[config.mk]
export PLATFORM = sky130hd
export DESIGN_NAME = fosr_host
export DESIGN_NICKNAME = d
export VERILOG_FILES = /design/src/verilog/fosr_pkg.sv /design/src/verilog/fosr_host.sv
export SDC_FILE = /design/constraint.sdc
export NUM_CORES = 1
export LEC_CHECK = 0
export ABC_AREA = 1
export BUFFER_PORTS_ARGS = -buffer_cell sky130_fd_sc_hd__buf_2
export CORE_AREA = 2 2 141 143
export DETAILED_ROUTE_END_ITERATION = 6
export DIE_AREA = 0 0 143 145
export GPL_TIMING_DRIVEN = 0
export MAX_ROUTING_LAYER = met4
export SLEW_MARGIN = 20
export SYNTH_ARGS = -nofsm -noshare
export SYNTH_HDL_FRONTEND = slang
export SYNTH_SLANG_ARGS = --single-unit
export TNS_END_PERCENT = 10
[constraint.sdc]
create_clock -name pclk -period 4.75 [get_ports pclk]
set_clock_uncertainty 0.05 [all_clocks]
set_input_delay 0.95 -clock pclk [delete_from_list [all_inputs] [get_ports pclk]]
set_output_delay 0.95 -clock pclk [all_outputs]
set_load 0.02 [all_outputs]
[src/verilog/fosr_pkg.sv]
// Constants, types and register map of the flash status and error host controller
`default_nettype none
package fosr_pkg;
  localparam int CLK_PERIOD_NS = 100;
  localparam int SYNC_STAGES = 2;
  localparam int ADDR_W = 24;
  localparam int DQ_W = 16;
  // Bus cycle times on the flash pins
  localparam int T_READ_NS = 120;
  localparam int T_WE_NS = 60;
  localparam int T_HOLD_NS = 30;
  // Busy after a clearing reset, and longest protection busy period
  localparam int T_CLR_BUSY_NS = 2000;
  localparam int T_PROT_BUSY_MAX_NS = 100000;
  // Least times round up; the extra cycles cover the pin synchroniser and the output register
  localparam logic [9:0] RD_CYC =
    10'((T_READ_NS + CLK_PERIOD_NS - 1) / CLK_PERIOD_NS + SYNC_STAGES + 1);
  localparam logic [9:0] WE_CYC = 10'((T_WE_NS + CLK_PERIOD_NS - 1) / CLK_PERIOD_NS);
  localparam logic [9:0] HOLD_CYC = 10'((T_HOLD_NS + CLK_PERIOD_NS - 1) / CLK_PERIOD_NS);
  // Longest times round down
  localparam logic [9:0] CLR_BUSY_CYC = 10'(T_CLR_BUSY_NS / CLK_PERIOD_NS);
  localparam logic [9:0] PROT_BUSY_CYC = 10'(T_PROT_BUSY_MAX_NS / CLK_PERIOD_NS);
  // APB register offsets
  localparam logic [11:0] OFF_CTRL = 12'h000;
  localparam logic [11:0] OFF_ADDR = 12'h004;
  localparam logic [11:0] OFF_WDATA = 12'h008;
  localparam logic [11:0] OFF_STAT = 12'h00C;
  localparam logic [11:0] OFF_RDATA = 12'h010;
  localparam logic [11:0] OFF_SREG = 12'h014;
  // Status register bit positions
  localparam int ST_BUSY = 0;
  localparam int ST_DONE = 1;
  localparam int ST_REFUSED = 2;
  localparam int ST_TOG1 = 3;
  localparam int ST_TOG2 = 4;
  localparam int ST_TIMEOUT = 5;
  localparam int ST_ABORT = 6;
  localparam int ST_EXPIRED = 7;
  localparam int ST_READY = 8;
  localparam int ST_ERR_LSB = 9;
  // Polling bit positions on the data bus
  localparam int PB_DATA = 7;
  localparam int PB_TOG1 = 6;
  localparam int PB_TIMEOUT = 5;
  localparam int PB_TOG2 = 2;
  localparam int PB_ABORT = 1;
  // Operation status register fields
  localparam int SR_VALID = 7;
  localparam int SR_ERASE_ERR = 5;
  localparam int SR_PROG_ERR = 4;
  localparam int SR_ABORT = 3;
  localparam int SR_PROT = 1;
  localparam logic [7:0] SR_MASK = 8'hBE;
  // Flash commands and unlock addresses
  localparam logic [DQ_W-1:0] CMD_RESET = 16'h00F0;
  localparam logic [DQ_W-1:0] CMD_SR_READ = 16'h0070;
  localparam logic [DQ_W-1:0] CMD_SR_CLEAR = 16'h0071;
  localparam logic [DQ_W-1:0] CMD_UNLOCK1 = 16'h00AA;
  localparam logic [DQ_W-1:0] CMD_UNLOCK2 = 16'h0055;
  localparam logic [ADDR_W-1:0] ADDR_UNLOCK1 = 24'h000555;
  localparam logic [ADDR_W-1:0] ADDR_UNLOCK2 = 24'h0002AA;

  typedef enum logic [2:0] {OP_READ, OP_WRITE, OP_POLL, OP_SR_READ, OP_CLEAR, OP_WAIT} fosr_op_t;
  typedef enum logic [2:0] {ERR_NONE, ERR_TIMEOUT, ERR_ABORT, ERR_EMBED, ERR_PROT} fosr_err_t;
  typedef enum logic [2:0] {S_IDLE, S_SETUP, S_STROBE, S_HOLD, S_EVAL, S_WAITRDY} fosr_state_t;

  typedef struct packed {
    logic [ADDR_W-1:0] addr;
    logic [DQ_W-1:0] dq_o;
    logic dq_oe;
    logic ce_n;
    logic oe_n;
    logic we_n;
  } fosr_flash_t;
endpackage
`default_nettype wire

[src/verilog/fosr_host.sv]
// Host controller that polls a parallel NOR flash for status and clears its errors
`default_nettype none
// What the document requires
// RULE_01 - Timeout flag high while toggling means failure; host sends a reset command.
// RULE_02 - After the clearing reset the device may stay busy up to 2 us.
// RULE_03 - Buffer abort flag high; host sends the abort-reset sequence to recover.
// RULE_04 - Buffer programming busy shows complemented data, toggle one, flags clear.
// RULE_05 - Erasing sector reads: data bit 0, both toggles, erase timer set.
// RULE_06 - Outside the erasing sector the second toggle bit stays still.
// RULE_07 - In program suspend the suspended line must not be read.
// RULE_08 - Erase suspended sector reads: data bit 1, only toggle two moves.
// RULE_09 - Programming during erase suspend shows complemented data and toggle one.
// RULE_10 - Host keeps a valid, steady address while reading polling status.
// RULE_11 - After clearing, device returns to overlay, erase suspend or standby.
// RULE_12 - On embedded errors device stays busy, status register valid until cleared.
// RULE_13 - Embedded error polling: timeout flag 1, both toggles, abort flag 0.
// RULE_14 - Embedded error status register: bit 7, bit 5 or 4 set, 3..1 clear.
// RULE_15 - During embedded error only status read, reset or clear are sent.
// RULE_16 - Protection error keeps device busy 20 to 100 us, status bit 7 clear.
// RULE_17 - Protection busy polling: both toggles, timeout flag 0, abort flag 0.
// RULE_18 - During protection busy only the status register read is issued.
// RULE_19 - After protection busy, ready returns with status bits 7 and 1 set.
// RULE_20 - Polling bits 4 and 0, status bits 6 and 0 are masked.
// RULE_21 - Buffer abort sets status bits 7, 4 and 3, timeout flag stays 0.
// RULE_22 - Device ignores commands outside the accepted set while an error pends.
module fosr_host (
  input wire logic pclk, // APB clock, 10 MHz
  input wire logic presetn, // Asynchronous reset, active low
  input wire logic psel, // APB select
  input wire logic penable, // APB access phase
  input wire logic pwrite, // APB direction, high for write
  input wire logic [11:0] paddr, // APB byte address
  input wire logic [31:0] pwdata, // APB write data
  output logic [31:0] prdata, // APB read data
  output logic pready, // APB ready, always high
  output logic pslverr, // APB error on unmapped address
  output fosr_pkg::fosr_flash_t flash, // Flash address, data out, enable and strobes
  input wire logic [15:0] flash_dq_i, // Flash data pins, input side
  input wire logic flash_ready_busy_n // Flash ready/busy pin, low while busy
);
  localparam int A_CLR_MAX = 22;

  fosr_pkg::fosr_state_t st_reg, st_next;
  fosr_pkg::fosr_op_t op_reg, op_next;
  fosr_pkg::fosr_err_t err_reg, err_next;
  fosr_pkg::fosr_flash_t flash_reg, flash_next;
  logic [1:0] step_reg, step_next;
  logic [9:0] cnt_reg, cnt_next, limit_reg, limit_next;
  logic [23:0] addr_reg, addr_next;
  logic [15:0] wdata_reg, wdata_next, rdata_reg, rdata_next, first_reg, first_next;
  logic [7:0] sreg_reg, sreg_next;
  logic done_reg, done_next, refused_reg, refused_next, expired_reg, expired_next;
  logic tog1_reg, tog1_next, tog2_reg, tog2_next, tmo_reg, tmo_next, abt_reg, abt_next;
  logic rb_s1_reg, rb_s2_reg;
  logic [15:0] dq_s1_reg, dq_s2_reg;
  logic stp_write;
  logic [23:0] stp_addr;
  logic [15:0] stp_data;
  logic [1:0] last_step;
  logic [9:0] strobe_len;
  logic wr_acc, start_req, hit, t1, t2;
  fosr_pkg::fosr_op_t req_op;

  assign wr_acc = psel && penable && pwrite;
  assign start_req = wr_acc && (paddr == fosr_pkg::OFF_CTRL);
  assign req_op = fosr_pkg::fosr_op_t'(pwdata[2:0]);
  assign pready = 1'b1;
  assign flash = flash_reg;
  // Bits 4 and 0 of the polling word never enter any decision
  assign t1 = first_reg[fosr_pkg::PB_TOG1] ^ rdata_reg[fosr_pkg::PB_TOG1]; // [RULE_20]
  assign t2 = first_reg[fosr_pkg::PB_TOG2] ^ rdata_reg[fosr_pkg::PB_TOG2];

  // APB read mux and decode
  always_comb
  begin
    hit = 1'b1;
    prdata = 32'h00000000;
    unique case (paddr)
      fosr_pkg::OFF_CTRL: prdata = {29'h00000000, op_reg};
      fosr_pkg::OFF_ADDR: prdata = {8'h00, addr_reg};
      fosr_pkg::OFF_WDATA: prdata = {16'h0000, wdata_reg};
      fosr_pkg::OFF_STAT: prdata = {20'h00000, err_reg, rb_s2_reg, expired_reg, abt_reg,
        tmo_reg, tog2_reg, tog1_reg, refused_reg, done_reg, st_reg != fosr_pkg::S_IDLE};
      fosr_pkg::OFF_RDATA: prdata = {16'h0000, rdata_reg};
      fosr_pkg::OFF_SREG: prdata = {24'h000000, sreg_reg};
      default: hit = 1'b0;
    endcase
    pslverr = psel && penable && !hit;
  end

  // Bus cycles that make up the current operation
  always_comb
  begin
    stp_write = 1'b0;
    stp_addr = addr_reg; // Reads go only to software's address [RULE_07]
    stp_data = wdata_reg;
    last_step = 2'd0;
    unique case (op_reg)
      fosr_pkg::OP_READ, fosr_pkg::OP_WAIT: ;
      fosr_pkg::OP_WRITE: stp_write = 1'b1;
      fosr_pkg::OP_POLL: last_step = 2'd1; // [RULE_10]
      fosr_pkg::OP_SR_READ:
      begin
        last_step = 2'd1;
        if (step_reg == 2'd0)
        begin
          stp_write = 1'b1;
          stp_addr = fosr_pkg::ADDR_UNLOCK1;
          stp_data = fosr_pkg::CMD_SR_READ;
        end
      end
      fosr_pkg::OP_CLEAR:
      begin
        stp_write = 1'b1;
        stp_addr = fosr_pkg::ADDR_UNLOCK1;
        if (err_reg == fosr_pkg::ERR_ABORT)
        begin
          last_step = 2'd2; // [RULE_03]
          if (step_reg == 2'd0)
            stp_data = fosr_pkg::CMD_UNLOCK1;
          else if (step_reg == 2'd1)
          begin
            stp_addr = fosr_pkg::ADDR_UNLOCK2;
            stp_data = fosr_pkg::CMD_UNLOCK2;
          end
          else
            stp_data = fosr_pkg::CMD_RESET;
        end
        else if (err_reg == fosr_pkg::ERR_EMBED)
          stp_data = fosr_pkg::CMD_SR_CLEAR; // [RULE_15]
        else
          stp_data = fosr_pkg::CMD_RESET; // [RULE_01]
      end
    endcase
    strobe_len = stp_write ? fosr_pkg::WE_CYC : fosr_pkg::RD_CYC;
  end

  always_comb
  begin
    st_next = st_reg;
    op_next = op_reg;
    err_next = err_reg;
    step_next = step_reg;
    cnt_next = cnt_reg;
    limit_next = limit_reg;
    addr_next = addr_reg;
    wdata_next = wdata_reg;
    rdata_next = rdata_reg;
    first_next = first_reg;
    sreg_next = sreg_reg;
    done_next = done_reg;
    refused_next = refused_reg;
    expired_next = expired_reg;
    tog1_next = tog1_reg;
    tog2_next = tog2_reg;
    tmo_next = tmo_reg;
    abt_next = abt_reg;
    // Address and data only change while idle, so status reads see a steady address
    if (wr_acc && st_reg == fosr_pkg::S_IDLE && paddr == fosr_pkg::OFF_ADDR)
      addr_next = pwdata[23:0]; // [RULE_10]
    if (wr_acc && st_reg == fosr_pkg::S_IDLE && paddr == fosr_pkg::OFF_WDATA)
      wdata_next = pwdata[15:0];
    unique case (st_reg)
      fosr_pkg::S_IDLE:
        if (start_req)
        begin
          if (pwdata[2:0] > 3'd5)
            refused_next = 1'b1;
          else if (err_reg == fosr_pkg::ERR_PROT && req_op != fosr_pkg::OP_SR_READ
                   && req_op != fosr_pkg::OP_WAIT)
            refused_next = 1'b1; // [RULE_18]
          else if (err_reg != fosr_pkg::ERR_NONE && req_op == fosr_pkg::OP_WRITE)
            refused_next = 1'b1; // [RULE_15]
          else
          begin
            refused_next = 1'b0;
            done_next = 1'b0;
            expired_next = 1'b0;
            op_next = req_op;
            step_next = 2'd0;
            cnt_next = 10'd0;
            limit_next = fosr_pkg::PROT_BUSY_CYC; // [RULE_16]
            st_next = (req_op == fosr_pkg::OP_WAIT) ? fosr_pkg::S_WAITRDY : fosr_pkg::S_SETUP;
          end
        end
      fosr_pkg::S_SETUP:
      begin
        cnt_next = 10'd0;
        st_next = fosr_pkg::S_STROBE;
      end
      fosr_pkg::S_STROBE:
        if (cnt_reg == strobe_len - 10'd1)
        begin
          cnt_next = 10'd0;
          st_next = fosr_pkg::S_HOLD;
          if (!stp_write)
          begin
            first_next = rdata_reg;
            rdata_next = dq_s2_reg;
          end
        end
        else
          cnt_next = cnt_reg + 10'd1;
      fosr_pkg::S_HOLD:
        if (cnt_reg == fosr_pkg::HOLD_CYC - 10'd1)
        begin
          cnt_next = 10'd0;
          if (step_reg == last_step)
            st_next = fosr_pkg::S_EVAL;
          else
          begin
            step_next = step_reg + 2'd1;
            st_next = fosr_pkg::S_SETUP;
          end
        end
        else
          cnt_next = cnt_reg + 10'd1;
      fosr_pkg::S_EVAL:
      begin
        st_next = fosr_pkg::S_IDLE;
        done_next = 1'b1;
        unique case (op_reg)
          fosr_pkg::OP_POLL:
          begin
            tog1_next = t1;
            tog2_next = t2;
            tmo_next = rdata_reg[fosr_pkg::PB_TIMEOUT];
            abt_next = rdata_reg[fosr_pkg::PB_ABORT];
            // A timeout only counts while the operation still toggles
            if (rdata_reg[fosr_pkg::PB_TIMEOUT] && t1)
              err_next = fosr_pkg::ERR_TIMEOUT; // [RULE_01]
            else if (rdata_reg[fosr_pkg::PB_ABORT] && t1)
              err_next = fosr_pkg::ERR_ABORT; // [RULE_03]
          end
          fosr_pkg::OP_SR_READ:
          begin
            sreg_next = rdata_reg[7:0] & fosr_pkg::SR_MASK; // [RULE_20]
            if (!rb_s2_reg && !rdata_reg[fosr_pkg::SR_VALID])
              err_next = fosr_pkg::ERR_PROT; // [RULE_16]
            else if (!rb_s2_reg && rdata_reg[fosr_pkg::SR_ABORT])
              err_next = fosr_pkg::ERR_ABORT; // [RULE_03]
            else if (!rb_s2_reg && (rdata_reg[fosr_pkg::SR_ERASE_ERR]
                                   || rdata_reg[fosr_pkg::SR_PROG_ERR]))
              err_next = fosr_pkg::ERR_EMBED; // [RULE_15]
            else if (err_reg == fosr_pkg::ERR_PROT && rb_s2_reg)
              err_next = fosr_pkg::ERR_NONE;
          end
          fosr_pkg::OP_CLEAR:
          begin
            // The device may still report busy briefly after the clear
            done_next = 1'b0;
            err_next = fosr_pkg::ERR_NONE;
            cnt_next = 10'd0;
            limit_next = fosr_pkg::CLR_BUSY_CYC; // [RULE_02]
            st_next = fosr_pkg::S_WAITRDY;
          end
          fosr_pkg::OP_READ, fosr_pkg::OP_WRITE, fosr_pkg::OP_WAIT: ;
        endcase
      end
      fosr_pkg::S_WAITRDY:
        if (rb_s2_reg)
        begin
          done_next = 1'b1;
          if (op_reg == fosr_pkg::OP_WAIT && err_reg == fosr_pkg::ERR_PROT)
            err_next = fosr_pkg::ERR_NONE; // [RULE_19]
          st_next = fosr_pkg::S_IDLE;
        end
        else if (cnt_reg == limit_reg)
        begin
          done_next = 1'b1;
          expired_next = 1'b1;
          st_next = fosr_pkg::S_IDLE;
        end
        else
          cnt_next = cnt_reg + 10'd1;
    endcase
    // Pin drive follows the bus-cycle phase; read strobe never overlaps data drive
    flash_next.addr = stp_addr;
    flash_next.dq_o = stp_data;
    flash_next.dq_oe = stp_write && (st_reg == fosr_pkg::S_SETUP
      || st_reg == fosr_pkg::S_STROBE || st_reg == fosr_pkg::S_HOLD);
    flash_next.ce_n = !(st_reg == fosr_pkg::S_SETUP || st_reg == fosr_pkg::S_STROBE);
    flash_next.oe_n = !(st_reg == fosr_pkg::S_STROBE && !stp_write);
    flash_next.we_n = !(st_reg == fosr_pkg::S_STROBE && stp_write);
  end

  always_ff @(posedge pclk or negedge presetn)
  begin
    if (!presetn)
    begin
      st_reg <= fosr_pkg::S_IDLE;
      op_reg <= fosr_pkg::OP_READ;
      err_reg <= fosr_pkg::ERR_NONE;
      flash_reg <= '{addr: 24'h000000, dq_o: 16'h0000, dq_oe: 1'b0,
                     ce_n: 1'b1, oe_n: 1'b1, we_n: 1'b1};
      step_reg <= 2'd0;
      cnt_reg <= 10'h000;
      limit_reg <= 10'h000;
      addr_reg <= 24'h000000;
      wdata_reg <= 16'h0000;
      rdata_reg <= 16'h0000;
      first_reg <= 16'h0000;
      sreg_reg <= 8'h00;
      done_reg <= 1'b0;
      refused_reg <= 1'b0;
      expired_reg <= 1'b0;
      tog1_reg <= 1'b0;
      tog2_reg <= 1'b0;
      tmo_reg <= 1'b0;
      abt_reg <= 1'b0;
      rb_s1_reg <= 1'b0;
      rb_s2_reg <= 1'b0;
      dq_s1_reg <= 16'h0000;
      dq_s2_reg <= 16'h0000;
    end
    else
    begin
      st_reg <= st_next;
      op_reg <= op_next;
      err_reg <= err_next;
      flash_reg <= flash_next;
      step_reg <= step_next;
      cnt_reg <= cnt_next;
      limit_reg <= limit_next;
      addr_reg <= addr_next;
      wdata_reg <= wdata_next;
      rdata_reg <= rdata_next;
      first_reg <= first_next;
      sreg_reg <= sreg_next;
      done_reg <= done_next;
      refused_reg <= refused_next;
      expired_reg <= expired_next;
      tog1_reg <= tog1_next;
      tog2_reg <= tog2_next;
      tmo_reg <= tmo_next;
      abt_reg <= abt_next;
      rb_s1_reg <= flash_ready_busy_n;
      rb_s2_reg <= rb_s1_reg;
      dq_s1_reg <= flash_dq_i;
      dq_s2_reg <= dq_s1_reg;
    end
  end

  // Own count of cycles spent waiting for ready, kept apart from the wait logic it checks
  logic [10:0] wait_len_reg, wait_len_next;
  always_comb
  begin
    wait_len_next = 11'h000;
    if (st_reg == fosr_pkg::S_WAITRDY)
      wait_len_next = wait_len_reg + 11'h001;
  end
  always_ff @(posedge pclk or negedge presetn)
  begin
    if (!presetn)
      wait_len_reg <= 11'h000;
    else
      wait_len_reg <= wait_len_next;
  end
endmodule
`default_nettype wire

==> results by group <==
STA
  • Fmax: 269.6 MHz
  • Rel. slew slack: 0.6116
  • Fin crit share: 0.7809
  • Hold Vio Cnt, Final: 0
  • Endpoints failing setup: 0
  • Min Tclk post-route: 3.709 ns
  • Slew @ Worst Pin: 0.5826 ns
  • Final worst slack: 1.041 ns
  • Max-slew violations: 0
  • RSZ-0062 raised after global routing: no

Clock network
  • CTS tree: yes
  • Root buf cell: clkbuf_16
  • Clock Latency Late Sink: 0.43 ns
  • Clock Sinks: 172
  • Hold buffer count at CTS: 0
  • Post-cts sizing count: 0
  • CTS clk-pin slew, worst paths: 0.07 ns
  • Post-CTS repair timing setup buffer count: 0
  • H-tree depth: 4
  • Number of buffers created by CTS: 17
  • Clock buffer depth: 2

Routing
  • Drt first pass iters: 5
  • DR vias/cell: 4.700
  • # DRC: 0
  • DR iter-0 viols: 490
  • Vias: 6054
  • Routed len/inst: 14.67 um
  • DRT antenna net count: 0
  • Total wire length: 18890 um

Final layout
  • Share of layout cells above drive strength 1: 0.2258
  • Area Growth Syn to Fin: 21.27%
  • Largest register FFs: 44
  • Final std cells w/o fill: 1288
  • Final Util: 0.4802
  • Ant. Diodes: 0
  • Final net count: 1083

Placement
  • Post-place setup slack: 1.070 ns
  • Port Buffer Count: 126
  • Dpl hpwl: 13900 um
  • Placed Cells: 1258
  • Final GP Congestion: 0.8997

Floorplan
  • Initial Util: 0.3959
  • Die Y: 145 um
  • Area of the core: 19210 um2
  • Placement Rows: 51
  • Die W: 143 um
  • I/O pin total: 144
  • Die ar.: 20740 um2

Synth
  • Async set-reset flop share out of synthesis: 1.000
  • Synth warn: 0
  • Sequential fraction of the synthesis area: 0.5665
  • Syn Inst Count: 859
  • Largest cells by area after synthesis: dfrtp_1 56%, nand2_1 9.0%, inv_1 5.8%, nor2_1 4.4%, nand3_1 3.5%
  • Commonest cells in the netlist: 182 x nand2_1, 169 x dfrtp_1, 117 x inv_1
  • Post-synth top area cell: dfrtp_1
  • Yosys top cell area share: 0.5561
  • Synth unique cells: 40
  • Synthesized area per cell: 8.853 um2
  • Netlist Area Pre-Place: 7605 um2
  • Main flop type after synthesis: dfrtp_1
  • Top-count cell post-synth: nand2_1
  • Post-synth EDFFs: 0
  • Yosys reg bits: 172

Power
  • VDD IR max: 0.0002468 V
  • Pwr dens: 441.2 nW/um2
  • Leak pwr: 4.788 nW

Outcome
  • Outcome: completed

Critical path
  • Worst Path Arrival: 2.71 ns
  • Critical path endpoint category: output pin
  • Peak fanout along the critical path: 8
  • Critical path class: in2out
  • Crit path required time: 3.75 ns
  • Startpoint types: primary input

Flow run
  • Max-Cap Viols: 0

Global routing
  • Overflow after GRT: 0
  • GRT Util Overall: 0.1943
  • First-pass GRT wire length: 30440 um
  • Pin count of the biggest net entering global routing: 99
  • Vias in the first global route: 5805
  • Initial antenna violation count: 0

Worst hold path
  • HP Class: reg2reg
## kinds of logic after synthesis
group | after synthesis | synth area share
xor gates and xnor gates | 6 | 0.006911
adders and majority gates | 5 | 0.008226
AOI/OAI and AO/OA | 134 | 0.09592
buffers and inverters | 161 | 0.08901
DFF | 172 | 0.5665
muxes | 8 | 0.01580
other | 2 | 0.0009875
and+or+nand+nor | 371 | 0.2167
## cells in the final DEF (no fill, tap or decap), types with 4 or more instances in the layout
cell and instances:
clkbuf_1 8, inv_2 11, mux2_4 8, buf_2 136
inv_6 6, o22ai_1 6, nand2_2 8, dfrtp_1 169
a21oi_1 21, inv_1 117, ha_1 5, clkbuf_16 17
o221ai_1 4, buf_4 9, nor3_1 9, o21ai_0 46
nand3_1 53, nor2_1 90, o21ai_1 46, o2111ai_1 5
nor2_4 4, nand2_1 182, nand4_1 10, conb_1 9
## metal layers
| layer | share of wire | GRT usage |
|---|---|---|
| met4 | 0.025 | 0.06881 |
| met5 | 0 | - |
| met1 | 0.47 | 0.2645 |
| met2 | 0.45 | 0.2873 |
| met3 | 0.053 | 0.04257 |
## worst max-delay path, stage by stage
cell,delay [ns]
buf_2,0.09
nor2_1,0.13
nand2_1,0.10
nor3_4,0.38
nand2_1,0.31
o21ai_0,0.27
nor2_1,0.06
o21ai_0,0.16
buf_2,0.24
## report_power, final
part | total (mW) | internal, mW | switching (mW)
clock network | 1.40 | 0.800 | 0.602
registers | 1.70 | 1.60 | 0.0939
logic | 0.971 | 0.284 | 0.687
## worst paths after layout
| path | from | endpoint | slack, ns | cells after the start |
|---|---|---|---|---|
| min in group asynchronous | presetn | dq_s2_reg[10] | 0.43 | 1 |
| hold reg to reg | dq_s1_reg[10] | dq_s2_reg[10] | 0.30 | 0 |
| setup / recovery | paddr[7] | prdata[7] | 1.04 | 9 |
| max in group asynchronous | presetn | step_reg[1] | 3.37 | 2 |
| hold / removal | dq_s1_reg[10] | dq_s2_reg[10] | 0.30 | 0 |
| setup reg to reg | step_reg[0] | rdata_reg[15] | 2.67 | 9 |
## stage by stage
step	hold WS (ns)	TNS (ns)	instance area, um2	power [mW]
floorplan	0.2812	0	7631	2.369
global placement	0.2836	-6.722	8593	2.682
detailed placement	0.2847	0	8631	2.696
CTS	0.3002	0	9223	4.108
global route	0.3053	0	9223	4.308
finish	0.2991	0	9223	4.069
## final cells by class
class	instances	area, um2
well taps	265	331.6
multi-input cells	533	2646
clock buffers	18	439.2
fillers	1860	9985
repair buffers	127	668.1
clock inverters	12	152.6
inverters	130	490.5
plain buffers	31	186.4
flip-flops and latches	172	4308
Power figures use the tool's default switching activity.
